$ cat src/rtl/clk_speed_cfg.svh
// Constants of the clock speed select and reset block
`ifndef CLK_SPEED_CFG_SVH
`define CLK_SPEED_CFG_SVH

// Register indices; the byte address is four times the index
`define CKS_IDX_SPEED 8'h8F
`define CKS_IDX_STATUS 8'h90

// Reset value of the speed control register
`define CKS_SPEED_RST 8'h00

// Field positions inside the speed control register
`define CKS_BIT_CAN 7
`define CKS_BIT_WD 6
`define CKS_BIT_CNT_ARRAY 5
`define CKS_BIT_SER 4
`define CKS_BIT_T2 3
`define CKS_BIT_T1 2
`define CKS_BIT_T0 1
`define CKS_BIT_DBL 0

// Field positions inside the status register
`define CKS_STAT_RST 0
`define CKS_STAT_PIN_RST 1
`define CKS_STAT_INT_RST 2
`define CKS_STAT_PIN_LVL 3

// Oscillator periods per cycle, standard and double speed
`define CKS_STD_PERIOD 12
`define CKS_DBL_PERIOD 6

// Machine cycles the reset pin must stay high
`define CKS_RST_MCYCLES 2

// Number of peripheral strobes
`define CKS_NUM_PERIPH 7

`endif

$ cat src/rtl/clk_speed_pkg.sv
// Types shared by the clock speed select and reset block
package clk_speed_pkg;

  // Speed control register layout, bit 7 down to bit 0
  typedef struct packed {
    logic can;
    logic watchdog;
    logic counter_array;
    logic serial;
    logic timer_two;
    logic timer_one;
    logic timer_zero;
    logic global_double_speed;
  } speed_ctl_t;

  // Status register layout, low nibble
  typedef struct packed {
    logic pin_level;
    logic int_rst;
    logic pin_rst;
    logic rst_active;
  } rst_status_t;

endpackage

$ cat src/rtl/cycle_strobe_gen.sv
// Counter that emits a one-period strobe every 6 or 12 oscillator periods
`timescale 1ns/1ps
`include "clk_speed_cfg.svh"

module cycle_strobe_gen
  import clk_speed_pkg::*;
#(
  parameter int CNT_W = 4
)
(
  // Clock and reset
  input wire logic clk,
  input wire logic rst_n,
  // Rate control
  input wire logic fast,
  input wire logic restart,
  // Cycle strobe
  output logic stb
);

  logic [CNT_W-1:0] cnt_r; // Periods elapsed in this cycle
  logic [CNT_W-1:0] cnt_nxt; // Next count
  logic [CNT_W-1:0] last_w; // Last count of the cycle
  logic wrap_w; // Cycle ends this period
  logic stb_r; // Registered strobe

  // Cycle length from the selected rate
  assign last_w = fast ? CNT_W'(`CKS_DBL_PERIOD - 1) : CNT_W'(`CKS_STD_PERIOD - 1);
  assign wrap_w = (cnt_r == last_w);
  // Restart reloads the count so a rate change never leaves a stale, overlong cycle
  assign cnt_nxt = (restart || wrap_w) ? '0 : cnt_r + 1'b1;

  // Count and strobe registers
  always_ff @(posedge clk or negedge rst_n)
  begin
    if (!rst_n)
    begin
      cnt_r <= '0;
      stb_r <= 1'b0;
    end
    else
    begin
      cnt_r <= cnt_nxt;
      stb_r <= wrap_w && !restart;
    end
  end

  assign stb = stb_r;

endmodule

$ cat src/rtl/clock_speed_select.sv
// Clock speed select, cycle strobe generation and warm reset qualification
//
// Contract
// RULE1: Machine cycle 12 periods, or 6 doubled
// RULE2: Peripheral bit clear 6 periods, set 12
// RULE3: Peripheral bits ignored while global bit low
// RULE4: Bits 7..0 CAN down to global select
// RULE5: Reset clears the whole speed register
// RULE6: Reset pin counts after two machine cycles
// RULE7: Warm reset from pin or internal source
// RULE8: Outside holds pin until supply stable
// RULE9: Strobes from counters, reloaded on change
`timescale 1ns/1ps
`include "clk_speed_cfg.svh"

module clock_speed_select
  import clk_speed_pkg::*;
(
  // Clock and asynchronous reset
  input wire logic MCLK,
  input wire logic ARST_N,
  // Reset pin and internal reset requests
  input wire logic RST_PIN,
  input wire logic [2:0] INT_RST_REQ,
  // Wishbone slave
  input wire logic WB_CYC_I,
  input wire logic WB_STB_I,
  input wire logic WB_WE_I,
  input wire logic [9:0] WB_ADR_I,
  input wire logic [3:0] WB_SEL_I,
  input wire logic [31:0] WB_DAT_I,
  output logic [31:0] WB_DAT_O,
  output logic WB_ACK_O,
  // Cycle strobes
  output logic MACH_STB,
  output logic [`CKS_NUM_PERIPH-1:0] PERIPH_STB,
  // Warm reset to the core and peripherals
  output logic RST_OUT
);

  // Reset release
  logic [1:0] arst_sync_r; // Two-stage release of the external reset
  logic rst_n_s; // Released reset used everywhere below

  // Register file
  speed_ctl_t speed_r; // Speed control register
  speed_ctl_t speed_nxt; // Its next value
  logic restart_w; // Any speed bit changes this edge

  // Wishbone decode
  logic req_w; // New request, not yet answered
  logic hit_speed_w; // Address selects the speed register
  logic hit_status_w; // Address selects the status register
  logic wr_speed_w; // Write to the low byte of the speed register
  logic [31:0] rdata_w; // Read data before registering
  logic ack_r; // Acknowledge
  logic [31:0] dat_r; // Registered read data
  rst_status_t status_w; // Status fields

  // Reset pin qualification
  logic [2:0] pin_sync_r; // Three-stage pin synchroniser
  logic pin_hi_r; // Filtered pin level
  logic pin_hi_nxt; // Its next value
  logic [4:0] pin_cnt_r; // Periods the pin has stayed high
  logic [4:0] pin_cnt_nxt; // Its next value
  logic [4:0] pin_thr_w; // Periods in two machine cycles
  logic pin_rst_r; // Pin reset qualified
  logic pin_rst_nxt; // Its next value
  logic int_req_w; // Any internal reset source
  logic rst_out_r; // Combined warm reset

  // Strobe generation
  logic [`CKS_NUM_PERIPH:0] fast_w; // Per counter double-speed select
  logic [`CKS_NUM_PERIPH:0] stb_w; // Counter strobes, index 0 is the core

  // Release the asynchronous reset through two flip-flops
  always_ff @(posedge MCLK or negedge ARST_N)
  begin
    if (!ARST_N)
    begin
      arst_sync_r <= 2'h0;
    end
    else
    begin
      arst_sync_r <= {arst_sync_r[0], 1'b1};
    end
  end

  assign rst_n_s = arst_sync_r[1];

  // Bus decode; each register takes one word at four times its index
  assign req_w = WB_CYC_I && WB_STB_I && !ack_r;
  assign hit_speed_w = (WB_ADR_I[9:2] == `CKS_IDX_SPEED);
  assign hit_status_w = (WB_ADR_I[9:2] == `CKS_IDX_STATUS);
  // Only byte lane 0 carries the register; the write lands at the edge that sees ack high
  assign wr_speed_w = WB_CYC_I && WB_STB_I && ack_r && WB_WE_I && WB_SEL_I[0] && hit_speed_w;

  // Next speed value; a warm reset wins over a write in the same cycle
  assign speed_nxt = rst_out_r ? speed_ctl_t'(`CKS_SPEED_RST) : // RULE5
                     wr_speed_w ? speed_ctl_t'(WB_DAT_I[7:0]) : speed_r; // RULE4
  // Any change reloads all counters so they stay in phase
  assign restart_w = (speed_nxt != speed_r); // RULE9

  // Status fields seen by software
  assign status_w.rst_active = rst_out_r;
  assign status_w.pin_rst = pin_rst_r;
  assign status_w.int_rst = int_req_w;
  assign status_w.pin_level = pin_hi_r;

  // Read mux; unmapped addresses answer with zero
  assign rdata_w = hit_speed_w ? {24'h000000, speed_r} :
                   hit_status_w ? {28'h0000000, status_w} : 32'h00000000;

  // Speed register
  always_ff @(posedge MCLK or negedge rst_n_s)
  begin
    if (!rst_n_s)
    begin
      speed_r <= speed_ctl_t'(`CKS_SPEED_RST); // RULE5
    end
    else
    begin
      speed_r <= speed_nxt;
    end
  end

  // Bus answer: one acknowledge per request, dropped the cycle after
  always_ff @(posedge MCLK or negedge rst_n_s)
  begin
    if (!rst_n_s)
    begin
      ack_r <= 1'b0;
      dat_r <= 32'h00000000;
    end
    else
    begin
      ack_r <= req_w;
      dat_r <= req_w ? rdata_w : 32'h00000000;
    end
  end

  assign WB_ACK_O = ack_r;
  assign WB_DAT_O = dat_r;

  // Pin filter: a new level counts once stages two and three agree
  assign pin_hi_nxt = (pin_sync_r[2] == pin_sync_r[1]) ? pin_sync_r[2] : pin_hi_r;

  // Two machine cycles at the current core rate
  assign pin_thr_w = speed_r.global_double_speed ? 5'(`CKS_RST_MCYCLES * `CKS_DBL_PERIOD) :
                     5'(`CKS_RST_MCYCLES * `CKS_STD_PERIOD); // RULE6
  // High time counter, saturating so a long pulse does not wrap
  assign pin_cnt_nxt = !pin_hi_r ? 5'h00 :
                       (pin_cnt_r == 5'h1F) ? pin_cnt_r : pin_cnt_r + 5'h01;
  // Latched once qualified, so the rate change caused by reset cannot drop it
  assign pin_rst_nxt = pin_hi_r && (pin_rst_r || (pin_cnt_r == pin_thr_w - 5'h01)); // RULE6

  // Internal sources: watchdog, counter array, timer
  assign int_req_w = |INT_RST_REQ; // RULE7

  // Pin synchroniser, filter and qualification
  always_ff @(posedge MCLK or negedge rst_n_s)
  begin
    if (!rst_n_s)
    begin
      pin_sync_r <= 3'h0;
      pin_hi_r <= 1'b0;
      pin_cnt_r <= 5'h00;
      pin_rst_r <= 1'b0;
    end
    else
    begin
      pin_sync_r <= {pin_sync_r[1:0], RST_PIN};
      pin_hi_r <= pin_hi_nxt;
      pin_cnt_r <= pin_cnt_nxt;
      pin_rst_r <= pin_rst_nxt;
    end
  end

  // Warm reset; the pin alone must be held long enough by the outside
  always_ff @(posedge MCLK or negedge rst_n_s)
  begin
    if (!rst_n_s)
    begin
      rst_out_r <= 1'b0;
    end
    else
    begin
      rst_out_r <= pin_rst_r || int_req_w; // RULE7
    end
  end

  assign RST_OUT = rst_out_r;

  // Core counter doubles with the global bit alone
  assign fast_w[0] = speed_r.global_double_speed; // RULE1

  // One counter per peripheral; its bit matters only in double-speed mode
  for (genvar i = 1; i <= `CKS_NUM_PERIPH; i++)
  begin : g_periph_rate
    assign fast_w[i] = speed_r.global_double_speed && !speed_r[i]; // RULE2 RULE3
  end

  // Counters for the core and every peripheral
  for (genvar i = 0; i <= `CKS_NUM_PERIPH; i++)
  begin : g_strobe
    cycle_strobe_gen #(
      .CNT_W(4)
    ) u_gen (
      .clk(MCLK),
      .rst_n(rst_n_s),
      .fast(fast_w[i]),
      .restart(restart_w),
      .stb(stb_w[i])
    ); // RULE9
  end

  assign MACH_STB = stb_w[0];
  assign PERIPH_STB = stb_w[`CKS_NUM_PERIPH:1];

  // Helper counters that only the checks below read
  logic [7:0] quiet_r; // Cycles since the last rate change
  logic [7:0] mgap_r; // Cycles since the last core strobe
  logic [7:0] pgap_r; // Cycles since the last timer zero strobe

  // Gap and quiet counters, saturating
  always_ff @(posedge MCLK or negedge rst_n_s)
  begin
    if (!rst_n_s)
    begin
      quiet_r <= 8'h00;
      mgap_r <= 8'h00;
      pgap_r <= 8'h00;
    end
    else
    begin
      quiet_r <= restart_w ? 8'h00 : (quiet_r == 8'hFF) ? quiet_r : quiet_r + 8'h01;
      mgap_r <= MACH_STB ? 8'h00 : (mgap_r == 8'hFF) ? mgap_r : mgap_r + 8'h01;
      pgap_r <= PERIPH_STB[0] ? 8'h00 : (pgap_r == 8'hFF) ? pgap_r : pgap_r + 8'h01;
    end
  end
endmodule

$ cat config.mk
export PLATFORM = sky130hd
export DESIGN_NAME = clock_speed_select
export DESIGN_NICKNAME = d
export VERILOG_FILES = /design/src/rtl/clk_speed_pkg.sv /design/src/rtl/cycle_strobe_gen.sv /design/src/rtl/clock_speed_select.sv
export VERILOG_INCLUDE_DIRS = /design/src /design/src/rtl
export SDC_FILE = /design/constraint.sdc
export NUM_CORES = 1
export LEC_CHECK = 0
export ABC_CLOCK_PERIOD_IN_PS = 2550
export BUFFER_PORTS_ARGS = -buffer_cell sky130_fd_sc_hd__clkbuf_2
export CAP_MARGIN = 20
export CORE_ASPECT_RATIO = 1.5
export CORE_MARGIN = 1
export CORE_UTILIZATION = 30
export CTS_CLUSTER_SIZE = 40
export DETAILED_ROUTE_END_ITERATION = 16
export PLACE_DENSITY_LB_ADDON = 0.12
export SYNTH_ARGS = -nofsm -noshare
export SYNTH_HDL_FRONTEND = slang
export SYNTH_SLANG_ARGS = --single-unit
export TNS_END_PERCENT = 5
$ cat constraint.sdc
create_clock -name MCLK -period 2.55 [get_ports MCLK]
set_input_delay 0.255 -clock MCLK [delete_from_list [all_inputs] [get_ports MCLK]]
set_output_delay 0.255 -clock MCLK [all_outputs]
set_load 0.02 [all_outputs]
==> impl_metrics.yaml, run 1 <==
floorplan:
  io_pins: 97
  design.die.area_um2: 12200
  die_h_um: 134.8
  fp.coreArea_um2: 11470
  start_util_pct: 30.74
  die_width_um: 90.52
  num_rows: 48
global_route:
  grt_use_total_pct: 13.35
  antenna_found_initial: 0
  first_global_vias: 2536
  grt_pass1_wl_mm: 12.77
  grt_max_degree: 41
  grt_overflow_total: 0
layout:
  seq_area_um2: 1753
  layout-drive-gt1-share_pct: 22.07
  n_fill_cell: 1177
  area.growth.synth_to_final_pct: 15.33
  multi_input_area_um2: 1506
  fin_cells: 526
  finalInstanceArea_um2: 4066
  num-nets-final: 436
  diodes: 0
routing:
  drtPass1Iterations: 5
  drtIter0Drc: 160
  totalWireLength_mm: 7.370
  drc_errors: 0
  routed_via_density: 4.688
  avgRoutedWirePerCell_um: 14.01
  ant_nets: 0
  vias: 2466
pwr:
  p_leak_nw: 1.991
  power_w: 0.003130
  ir_drop_mv: 0.3210
  power_density_nw_per_um2: 769.7
worst_setup_path:
  critical-path-top-delay-family: "compound AO/OA/AOI/OAI gates"
  cp.required_ps: 2780
  cp_cell_sequence: "nor2b_1, a221oi_1, o221ai_1, o31a_4, nor4_2"
  critical_path.max_fanout: 40
  start_kind: "flop"
  path_class: "flop to flop"
  crit_path_end_kind: "flop"
  cpPeakStageDelay_ps: 590
  crit_buf_inv: 0
  slowest_stage: "o31a_4"
  critPathArrivalTime_ps: 2280
sta:
  final_max_slew_viol_count: 0
  setup_viol: 0
  finalSetupTns_ps: 0
  tightestPinTransition_ps: 565.3
  fin_crit_sh_pct: 80.18
  finalClockSkew_ps: 5.666
  rsz0062_at_grt: "no"
  period_minus_slack_ps: 2045
  slew_headroom_pct: 61.92
  holdWs_ps: 25.34
  fmax_mhz: 489.1
  hold_violations: 0
yosys:
  synthFlopType: "dfrtp_1"
  synth_simple_gate_area_share_pct: 23.10
  synth_compound_area_share_pct: 5.820
  synth_top_family_by_area: "simple AND/OR/NAND/NOR gates"
  synthMuxAreaShare_pct: 2.839
  synth_area_um2: 3526
  synth_edf_count: 0
  syn_avg_cell_area_um2: 10.78
  synth-seq-cells: 70
  synth-xor-area-share_pct: 4.471
  seq_area_frac_synth_pct: 49.68
  synthArstFlopShare_pct: 100.0
  ys_types: 53
  ys_warn_count: 0
  synthAdderAreaFrac_pct: 3.833
  syn_inst: 327
place:
  finalWeightedCongestion: 0.7239
  placedCellCount: 509
  dpl-instance-area_um2: 3769
  hpwl_mm: 5.199
  portBuffers: 43
clock_network:
  cts_buffers: 9
  root_buffer: "clkbuf_16"
  ctsHtreeMaxLevel: 3
  cts_sinks: 70
  clkTransAtPathRegs_ps: 60
  clkLatencyLatePin_ps: 330
  cts_resized: 0
  cts_tree: "yes"
  cts_buffer_depth: 2
min_path:
  hold_class: "primary input to flop"
run:
  cap_violations: 0
status:
  status: "finished, final reports clean"
[cell type report]
cell class | count | share of cell area [%]
Sequential cell | 70 | 43.11
Multi-Input combinational cell | 228 | 37.05
Timing Repair Buffer | 51 | 7.138
Clock buffer | 13 | 6.646
Tap cell | 150 | 4.615
Inverter | 11 | 1.015
Clock inverter | 3 | 0.4308
[cell usage in the layout, fill, tap and decap left out, types with 2 or more instances in the layout]
| cell | n |
|---|---|
| ha_1 | 10 |
| and2_1 | 3 |
| dfrtp_1 | 69 |
| nor2b_1 | 4 |
| clkbuf_8 | 3 |
| nand3_1 | 28 |
| nand2_1 | 6 |
| nor3_1 | 10 |
| a21oi_1 | 2 |
| nor4bb_1 | 2 |
| o21a_1 | 3 |
| and3_1 | 7 |
| xor2_1 | 7 |
| conb_1 | 25 |
| nor4b_1 | 7 |
| nand4_1 | 2 |
| or4_1 | 2 |
| buf_4 | 6 |
| mux2i_1 | 10 |
| and4b_1 | 6 |
| clkinv_2 | 2 |
| inv_1 | 10 |
| nor3_2 | 8 |
| clkbuf_2 | 43 |
| nor2_1 | 37 |
| clkbuf_16 | 9 |
| a22oi_1 | 4 |
| nand2b_1 | 6 |
| xnor2_1 | 11 |
| o21ai_0 | 6 |
[cell usage after synthesis (2+ instances only)]
library cell / number / area share, %
a21oi_1: 2 / 0.28
a22oi_1: 4 / 0.85
and2_1: 3 / 0.53
and3_1: 7 / 1.2
and4b_1: 6 / 1.7
buf_4: 31 / 6.6
buf_6: 4 / 1.3
clkbuf_1: 4 / 0.43
conb_1: 2 / 0.21
dfrtp_1: 70 / 50
ha_1: 10 / 3.5
inv_1: 10 / 1.1
mux2i_1: 10 / 2.8
nand2_1: 6 / 0.64
nand2b_1: 6 / 1.1
nand3_1: 28 / 4.0
nand4_1: 2 / 0.35
nor2_1: 37 / 3.9
nor2b_1: 4 / 0.71
nor3_1: 10 / 1.4
nor3_2: 8 / 2.3
nor4b_1: 7 / 1.7
nor4bb_1: 2 / 0.57
o21a_1: 3 / 0.64
o21ai_0: 6 / 0.85
or4_1: 2 / 0.43
xnor2_1: 11 / 2.7
xor2_1: 7 / 1.7
[state kept, by name (all words and copies together) (netlist names), 2 cells and up]
register	cells
speed_r	7
pin_sync_r	3
g_strobe.u_gen.stb	8
g_strobe.u_gen.cnt_r	32
arst_sync_r	2
pin_cnt_r	5
WB_DAT_O	8
[what timing repair did]
item | 4_1_cts | 5_1_grt
endpoints found under the hold margin | 2 | 0
buffers inserted | 0 | 0
hold buffers | 1 | 0
[cell families after synthesis]
group	Yosys count
adder cells (fa/ha/maj)	11
AO/OA/AOI/OAI	28
other	2
XOR/XNOR	18
AND/OR/NAND/NOR	136
flip-flops	70
multiplexers	10
buffers and inverters	52
[stage by stage]
step	util, %	setup slack, ps
3_3_place_gp	32.85	567.4
3_5_place_dp	32.85	542.4
6_report	35.45	505.5
5_1_grt	35.45	378.0
4_1_cts	35.45	531.0
2_1_floorplan	-	456.4
[power breakdown]
part | internal [W] | total [W] | switching (W)
sequential | 0.00130 | 0.00147 | 0.000172
combinational | 0.000227 | 0.000478 | 0.000251
clock | 0.000734 | 0.00118 | 0.000449
total | 0.00226 | 0.00313 | 0.000872
[worst paths after layout]
check / startpoint / endpoint / slack, ps / depth (start not counted)
min in group asynchronous: arst_sync_r[1] / WB_ACK_O / 240 / 0
worst min-delay path: RST_PIN / pin_sync_r[0] / 30 / 1
worst max-delay path: speed_r[4] / g_strobe[0].u_gen.cnt_r[2] / 510 / 5
worst min register to register: arst_sync_r[1] / WB_ACK_O / 240 / 0
worst max register to register: speed_r[4] / g_strobe[0].u_gen.cnt_r[2] / 510 / 5
max in group asynchronous: arst_sync_r[1] / g_strobe[7].u_gen.cnt_r[2] / 1670 / 1
[metal layers]
| layer | track usage (%) | share of wire (%) | up-vias |
|---|---|---|---|
| li1 | - | - | 1179 |
| met1 | 15.80 | 42 | 1207 |
| met2 | 22.85 | 51 | 69 |
| met3 | 3.266 | 4.5 | 11 |
| met4 | 5.914 | 1.8 | 0 |
| met5 | 0 | 0 | - |
Note: power is estimated with default switching activity, not from simulation.
==> run 2, diff against run 1 <==
--- a/config.mk
+++ b/config.mk
@@ -6,7 +6,7 @@
 export SDC_FILE = /design/constraint.sdc
 export NUM_CORES = 1
 export LEC_CHECK = 0
-export ABC_CLOCK_PERIOD_IN_PS = 2550
+export ABC_CLOCK_PERIOD_IN_PS = 1750
 export BUFFER_PORTS_ARGS = -buffer_cell sky130_fd_sc_hd__clkbuf_2
 export CAP_MARGIN = 20
 export CORE_ASPECT_RATIO = 1.5
==> constraint.sdc (replaced) <==
create_clock -name MCLK -period 1.75 [get_ports MCLK]
set_input_delay 0.175 -clock MCLK [delete_from_list [all_inputs] [get_ports MCLK]]
set_output_delay 0.175 -clock MCLK [all_outputs]
set_load 0.02 [all_outputs]
==> run 2 against run 1 <==
Against the previous run:
- hold slack improved by 43 ps
- critical path depth did not move
- routed wire length rose by 5.0%
- first-iteration DRC count fell by 64%
- via count rose by 4.8%
- register-to-register slack got worse by 560 ps
- count of clock-buffer cells in the layout fell by 2
- the run now ends with setup timing left
==> impl_metrics.yaml, run 2 (synthesis gave the netlist of run 1 again) <==
sta:
  finalClockSkew_ps: 5.900
  period_minus_slack_ps: 1803
  fin_crit_sh_pct: 103.0
  rsz0062_at_grt: "yes"
  holdWs_ps: 68.54
  setup_viol: 37
  hold_violations: 0
  final_max_slew_viol_count: 0
  fmax_mhz: 554.6
  finalSetupTns_ps: -893.8
  tightestPinTransition_ps: 614.4
  setup_slack_ps: -53.07
  slew_headroom_pct: 58.61
global_route:
  first_global_vias: 2667
  grt_max_degree: 33
  grt_util_met2_pct: 23.91
  antenna_found_initial: 0
  grt_use_total_pct: 13.42
  grt_pass1_wl_mm: 12.90
  grt_overflow_total: 0
  busiest_layer: "met2"
  grtUsageMet1_pct: 15.52
  grt_util_met3_pct: 2.477
place:
  hpwl_mm: 5.477
  dpl-instance-area_um2: 3989
  finalWeightedCongestion: 0.6919
  portBuffers: 43
  placedCellCount: 535
worst_setup_path:
  cp.required_ps: 1990
  crit_path_end_kind: "flop"
  critical_path.max_fanout: 4
  start_kind: "flop"
  critPathArrivalTime_ps: 2040
  cp-startpoint: "speed_r[1]"
  reg2reg_from: "speed_r[1]"
  path_class: "flop to flop"
clock_network:
  cts_buffers: 9
  cts_sinks: 70
  cts_tree: "yes"
  ctsHtreeMaxLevel: 3
  root_buffer: "clkbuf_16"
  cts_buffer_depth: 2
  clkLatencyLatePin_ps: 330
  clkTransAtPathRegs_ps: 60
routing:
  drc_errors: 0
  vias: 2584
  totalWireLength_mm: 7.739
  routed_via_density: 4.639
  drtPass1Iterations: 6
  drtIter0Drc: 58
  ant_nets: 0
  avgRoutedWirePerCell_um: 13.89
floorplan:
  num_rows: 48
  start_util_pct: 30.74
  design.die.area_um2: 12200
  die_h_um: 134.8
  fp.coreArea_um2: 11470
  die_width_um: 90.52
  io_pins: 97
layout:
  layout-drive-gt1-share_pct: 32.19
  seq_area_um2: 1753
  area.growth.synth_to_final_pct: 29.24
  layout.cells.most_common: "dfrtp_1"
  diodes: 0
  n_fill_cell: 1144
  mostFrequentLayoutCells: "69 x dfrtp_1, 43 x clkbuf_2, 32 x nor2_1, 28 x nand3_1, 28 x buf_4"
  finalInstanceArea_um2: 4557
  num-nets-final: 467
  regMostFlops: "g_strobe.u_gen.cnt_r"
  largest_reg_flops: 32
  multi_input_area_um2: 1659
  fin_cells: 557
pwr:
  swShare_pct: 27.21
  ir_drop_mv: 0.4583
  power_density_nw_per_um2: 1067
  power_w: 0.004862
  power.share.clock_pct: 40.8
  p_leak_nw: 2.167
  p_int_w: 0.003539
  power_frac_seq_pct: 43.8
  p_comb_share_pct: 15.3
  p_sw_w: 0.001323
min_path:
  hold_class: "primary input to flop"
  hold_start: "INT_RST_REQ[1]"
status:
  violations: "setup timing"
  status: "finished, violations left"
run:
  cap_violations: 0
-- run 2: cell types whose count changed in the layout (fill, tap and decap cells not counted), moves of 3 or more --
cell,delta
nor2_2,+5
buf_6,+3
buf_4,+22
inv_1,-3
nor3_4,+10
nor3_2,-3
nor2_1,-5
nor3_1,-7
-- run 2: power by group through the flow --
stage          sequential (W)  combinational (W)  clock (W)
5_1_grt               0.00218           0.000840    0.00211
2_1_floorplan         0.00212           0.000657          0
3_3_place_gp          0.00215           0.000695          0
6_report              0.00213           0.000746    0.00199
4_1_cts               0.00213           0.000720    0.00204
3_5_place_dp          0.00216           0.000712          0
-- run 2: area by class of cell --
class / instances / area share [%]
Inverter: 11 / 0.9610
Clock inverter: 5 / 1.785
Timing Repair Buffer: 81 / 12.93
Multi-Input combinational cell: 229 / 36.41
Clock buffer: 11 / 5.327
Sequential cell: 70 / 38.47
Tap cell: 150 / 4.119
-- run 2: timing repair --
item	4_1_cts	5_1_grt
hold buffers	2	0
resized for setup	5	29
pin swaps	1	20
endpoints found under the hold margin	3	0
endpoints found under the setup margin	11	41
gates cloned	0	3
buffers inserted	1	0
-- run 2: critical path, stage by stage (launching register included) --
cell and delay, ps:
dfrtp_1 380, inv_2 60, a222oi_1 350, a31oi_1 190, o31a_2 430, nor4b_2 290
-- run 2: path summary, 6_finish.rpt --
path / slack [ps] / cells after the start / to
worst max-delay path: -50 / 5 / g_strobe[0].u_gen.cnt_r[1]
min in group asynchronous: 170 / 2 / arst_sync_r[0]
worst max register to register: -50 / 5 / g_strobe[0].u_gen.cnt_r[1]
worst min-delay path: 70 / 2 / RST_OUT
worst min register to register: 230 / 0 / speed_r[6]
max in group asynchronous: 940 / 1 / g_strobe[5].u_gen.cnt_r[3]
-- run 2: layer usage --
metal / up-vias / part of all wire (%)
li1: 1249 / -
met1: 1248 / 41
met2: 76 / 52
met3: 11 / 4.3
met4: 0 / 2.6
met5: - / 0
-- run 2: per-stage QoR --
step | utilization (%) | worst slack, ps
CTS | 38.07 | 0.1905
finish | 39.73 | -53.07
detailed placement | 34.77 | -14.87
global placement | 34.77 | -30.47
global route | 39.73 | -130.5
floorplan | - | -36.93
==> run 3, diff against run 2 <==
--- a/config.mk
+++ b/config.mk
@@ -6,7 +6,7 @@
 export SDC_FILE = /design/constraint.sdc
 export NUM_CORES = 1
 export LEC_CHECK = 0
-export ABC_CLOCK_PERIOD_IN_PS = 1750
+export ABC_CLOCK_PERIOD_IN_PS = 1600
 export BUFFER_PORTS_ARGS = -buffer_cell sky130_fd_sc_hd__clkbuf_2
 export CAP_MARGIN = 20
 export CORE_ASPECT_RATIO = 1.5
==> constraint.sdc (replaced) <==
create_clock -name MCLK -period 1.6 [get_ports MCLK]
set_input_delay 0.16 -clock MCLK [delete_from_list [all_inputs] [get_ports MCLK]]
set_output_delay 0.16 -clock MCLK [all_outputs]
set_load 0.02 [all_outputs]
==> run 3 against run 2 <==
Against the previous run:
- the flow still finishes with violations (setup timing)
- hold slack worse by 30 ps
- highest routed layer unchanged
- cell count is 2.7% higher
- non-clock buffer count is 17 higher
- sequential power is 9% higher
- register-to-register slack worse by 140 ps
- routed wire length is 4.3% higher
- sequential share of layout area is 1.5 points lower
- critical endpoint is now g_strobe[2].u_gen.stb
- flip-flop and latch count stayed put
- die area stayed put
- clock skew is 1.0 ps higher
- critical path type unchanged
- clock power is 6% lower
==> impl_metrics.yaml, run 3 (synthesis gave the netlist of run 1 again) <==
status:
  status: "finished, violations left"
  violations: "setup timing"
sta:
  period_minus_slack_ps: 1795
  setup_viol: 40
  finalSetupTns_ps: -6478
  fmax_mhz: 557.2
  holdWs_ps: 38.30
  rsz0062_at_grt: "yes"
  finalClockSkew_ps: 6.918
  final_max_slew_viol_count: 0
  hold_violations: 0
  fin_crit_sh_pct: 112.2
  setup_slack_ps: -194.7
clock_network:
  root_buffer: "clkbuf_16"
  clkTransAtPathRegs_ps: 50
  cts_sinks: 70
  cts_tree: "yes"
  clkLatencyLatePin_ps: 330
  cts_buffers: 9
  ctsHtreeMaxLevel: 3
  cts_buffer_depth: 2
floorplan:
  design.die.area_um2: 12200
  start_util_pct: 30.74
  die_width_um: 90.52
  die_h_um: 134.8
  io_pins: 97
  num_rows: 48
  fp.coreArea_um2: 11470
worst_setup_path:
  path_class: "flop to flop"
  cpPeakStageDelay_ps: 390
  start_kind: "flop"
  cp.required_ps: 1850
  slowest_stage: "dfrtp_1"
  critical-path-top-delay-family: "compound AO/OA/AOI/OAI gates"
  cp_cell_sequence: "inv_1, a222oi_1, a31oi_1, o31a_4, buf_6, buf_12, nor3_2"
  critPathArrivalTime_ps: 2050
  critical_path.max_fanout: 6
  crit_buf_inv: 3
  crit_path_end_kind: "flop"
min_path:
  hold_class: "primary input to flop"
global_route:
  grt_overflow_total: 0
  grt_max_degree: 31
  antenna_found_initial: 0
  grt_use_total_pct: 14.16
  first_global_vias: 2653
  grt_pass1_wl_mm: 13.28
place:
  pre_cts_ws_ps: -201.2
  portBuffers: 43
  hpwl_mm: 5.625
  finalWeightedCongestion: 0.7191
routing:
  avgRoutedWirePerCell_um: 14.12
  vias: 2670
  totalWireLength_mm: 8.075
  routed_via_density: 4.668
  ant_nets: 0
  drc_errors: 0
  drtPass1Iterations: 4
  drtIter0Drc: 149
layout:
  largest_reg_flops: 32
  diodes: 0
  regMostFlops: "g_strobe.u_gen.cnt_r"
  layout-drive-gt1-share_pct: 35.55
  n_fill_cell: 1111
  num-nets-final: 483
  mostFrequentLayoutCells: "69 x dfrtp_1, 43 x clkbuf_2, 36 x buf_4, 29 x nor2_1, 25 x conb_1"
  area.growth.synth_to_final_pct: 34.32
  layout.cells.most_common: "dfrtp_1"
run:
  cap_violations: 0
pwr:
  power_density_nw_per_um2: 1066
  p_leak_nw: 2.289
  ir_drop_mv: 0.4945
==> run 3: area by class of cell <==
| cell class | instances | area, um2 | area share (%) |
|---|---|---|---|
| multi-input cells | 228 | 1655 | 34.95 |
| flip-flops and latches | 70 | 1753 | 37.01 |
| clock inverters | 1 | 5.005 | 0.1057 |
| inverters | 11 | 43.79 | 0.9247 |
| repair buffers | 98 | 817.0 | 17.25 |
| clock buffers | 14 | 274.0 | 5.786 |
| well taps | 150 | 187.7 | 3.963 |
==> run 3: final timing paths <==
path / end / start / slack [ps] / cells after the start
max in group asynchronous: pin_sync_r[2] / arst_sync_r[1] / 880 / 1
worst max-delay path: g_strobe[2].u_gen.stb / speed_r[1] / -190 / 7
min in group asynchronous: arst_sync_r[0] / ARST_N / 150 / 2
worst min-delay path: RST_OUT / INT_RST_REQ[2] / 40 / 2
worst min register to register: WB_DAT_O[7] / arst_sync_r[1] / 200 / 0
worst max register to register: g_strobe[2].u_gen.stb / speed_r[1] / -190 / 7
==> run 3: where the power goes <==
| group | internal, W | switching (W) | total [W] |
|---|---|---|---|
| Sequential | 0.00207 | 0.000256 | 0.00232 |
| Clock | 0.00117 | 0.000709 | 0.00187 |
| Combinational | 0.000408 | 0.000444 | 0.000853 |
| Total | 0.00364 | 0.00141 | 0.00505 |
==> run 3: timing repair <==
item / CTS / global route
gates resized for setup: 33 / 14
cloned: 3 / 1
setup buffers: 6 / 2
hold endpoints to repair: 3 / 0
hold buffers: 2 / 0
setup endpoints to repair: 40 / 41
pin swaps: 18 / 10
==> run 3: metrics by stage <==
stage	std cells	instance area, um2	utilization (%)	power, W
detailed placement	543	4074	35.51	0.003147
CTS	569	4638	40.43	0.005110
finish	572	4736	41.28	0.005050
global route	572	4736	41.28	0.005326
floorplan	350	3613	-	0.003033
global placement	543	4074	35.51	0.003131
==> run 3: per-layer routing <==
metal,GRT usage [%],vias up,wire (um)
li1,-,1275,-
met1,15.63,1300,3261
met2,25.00,81,4190
met3,4.167,14,390
met4,6.362,0,232
met5,0,-,0
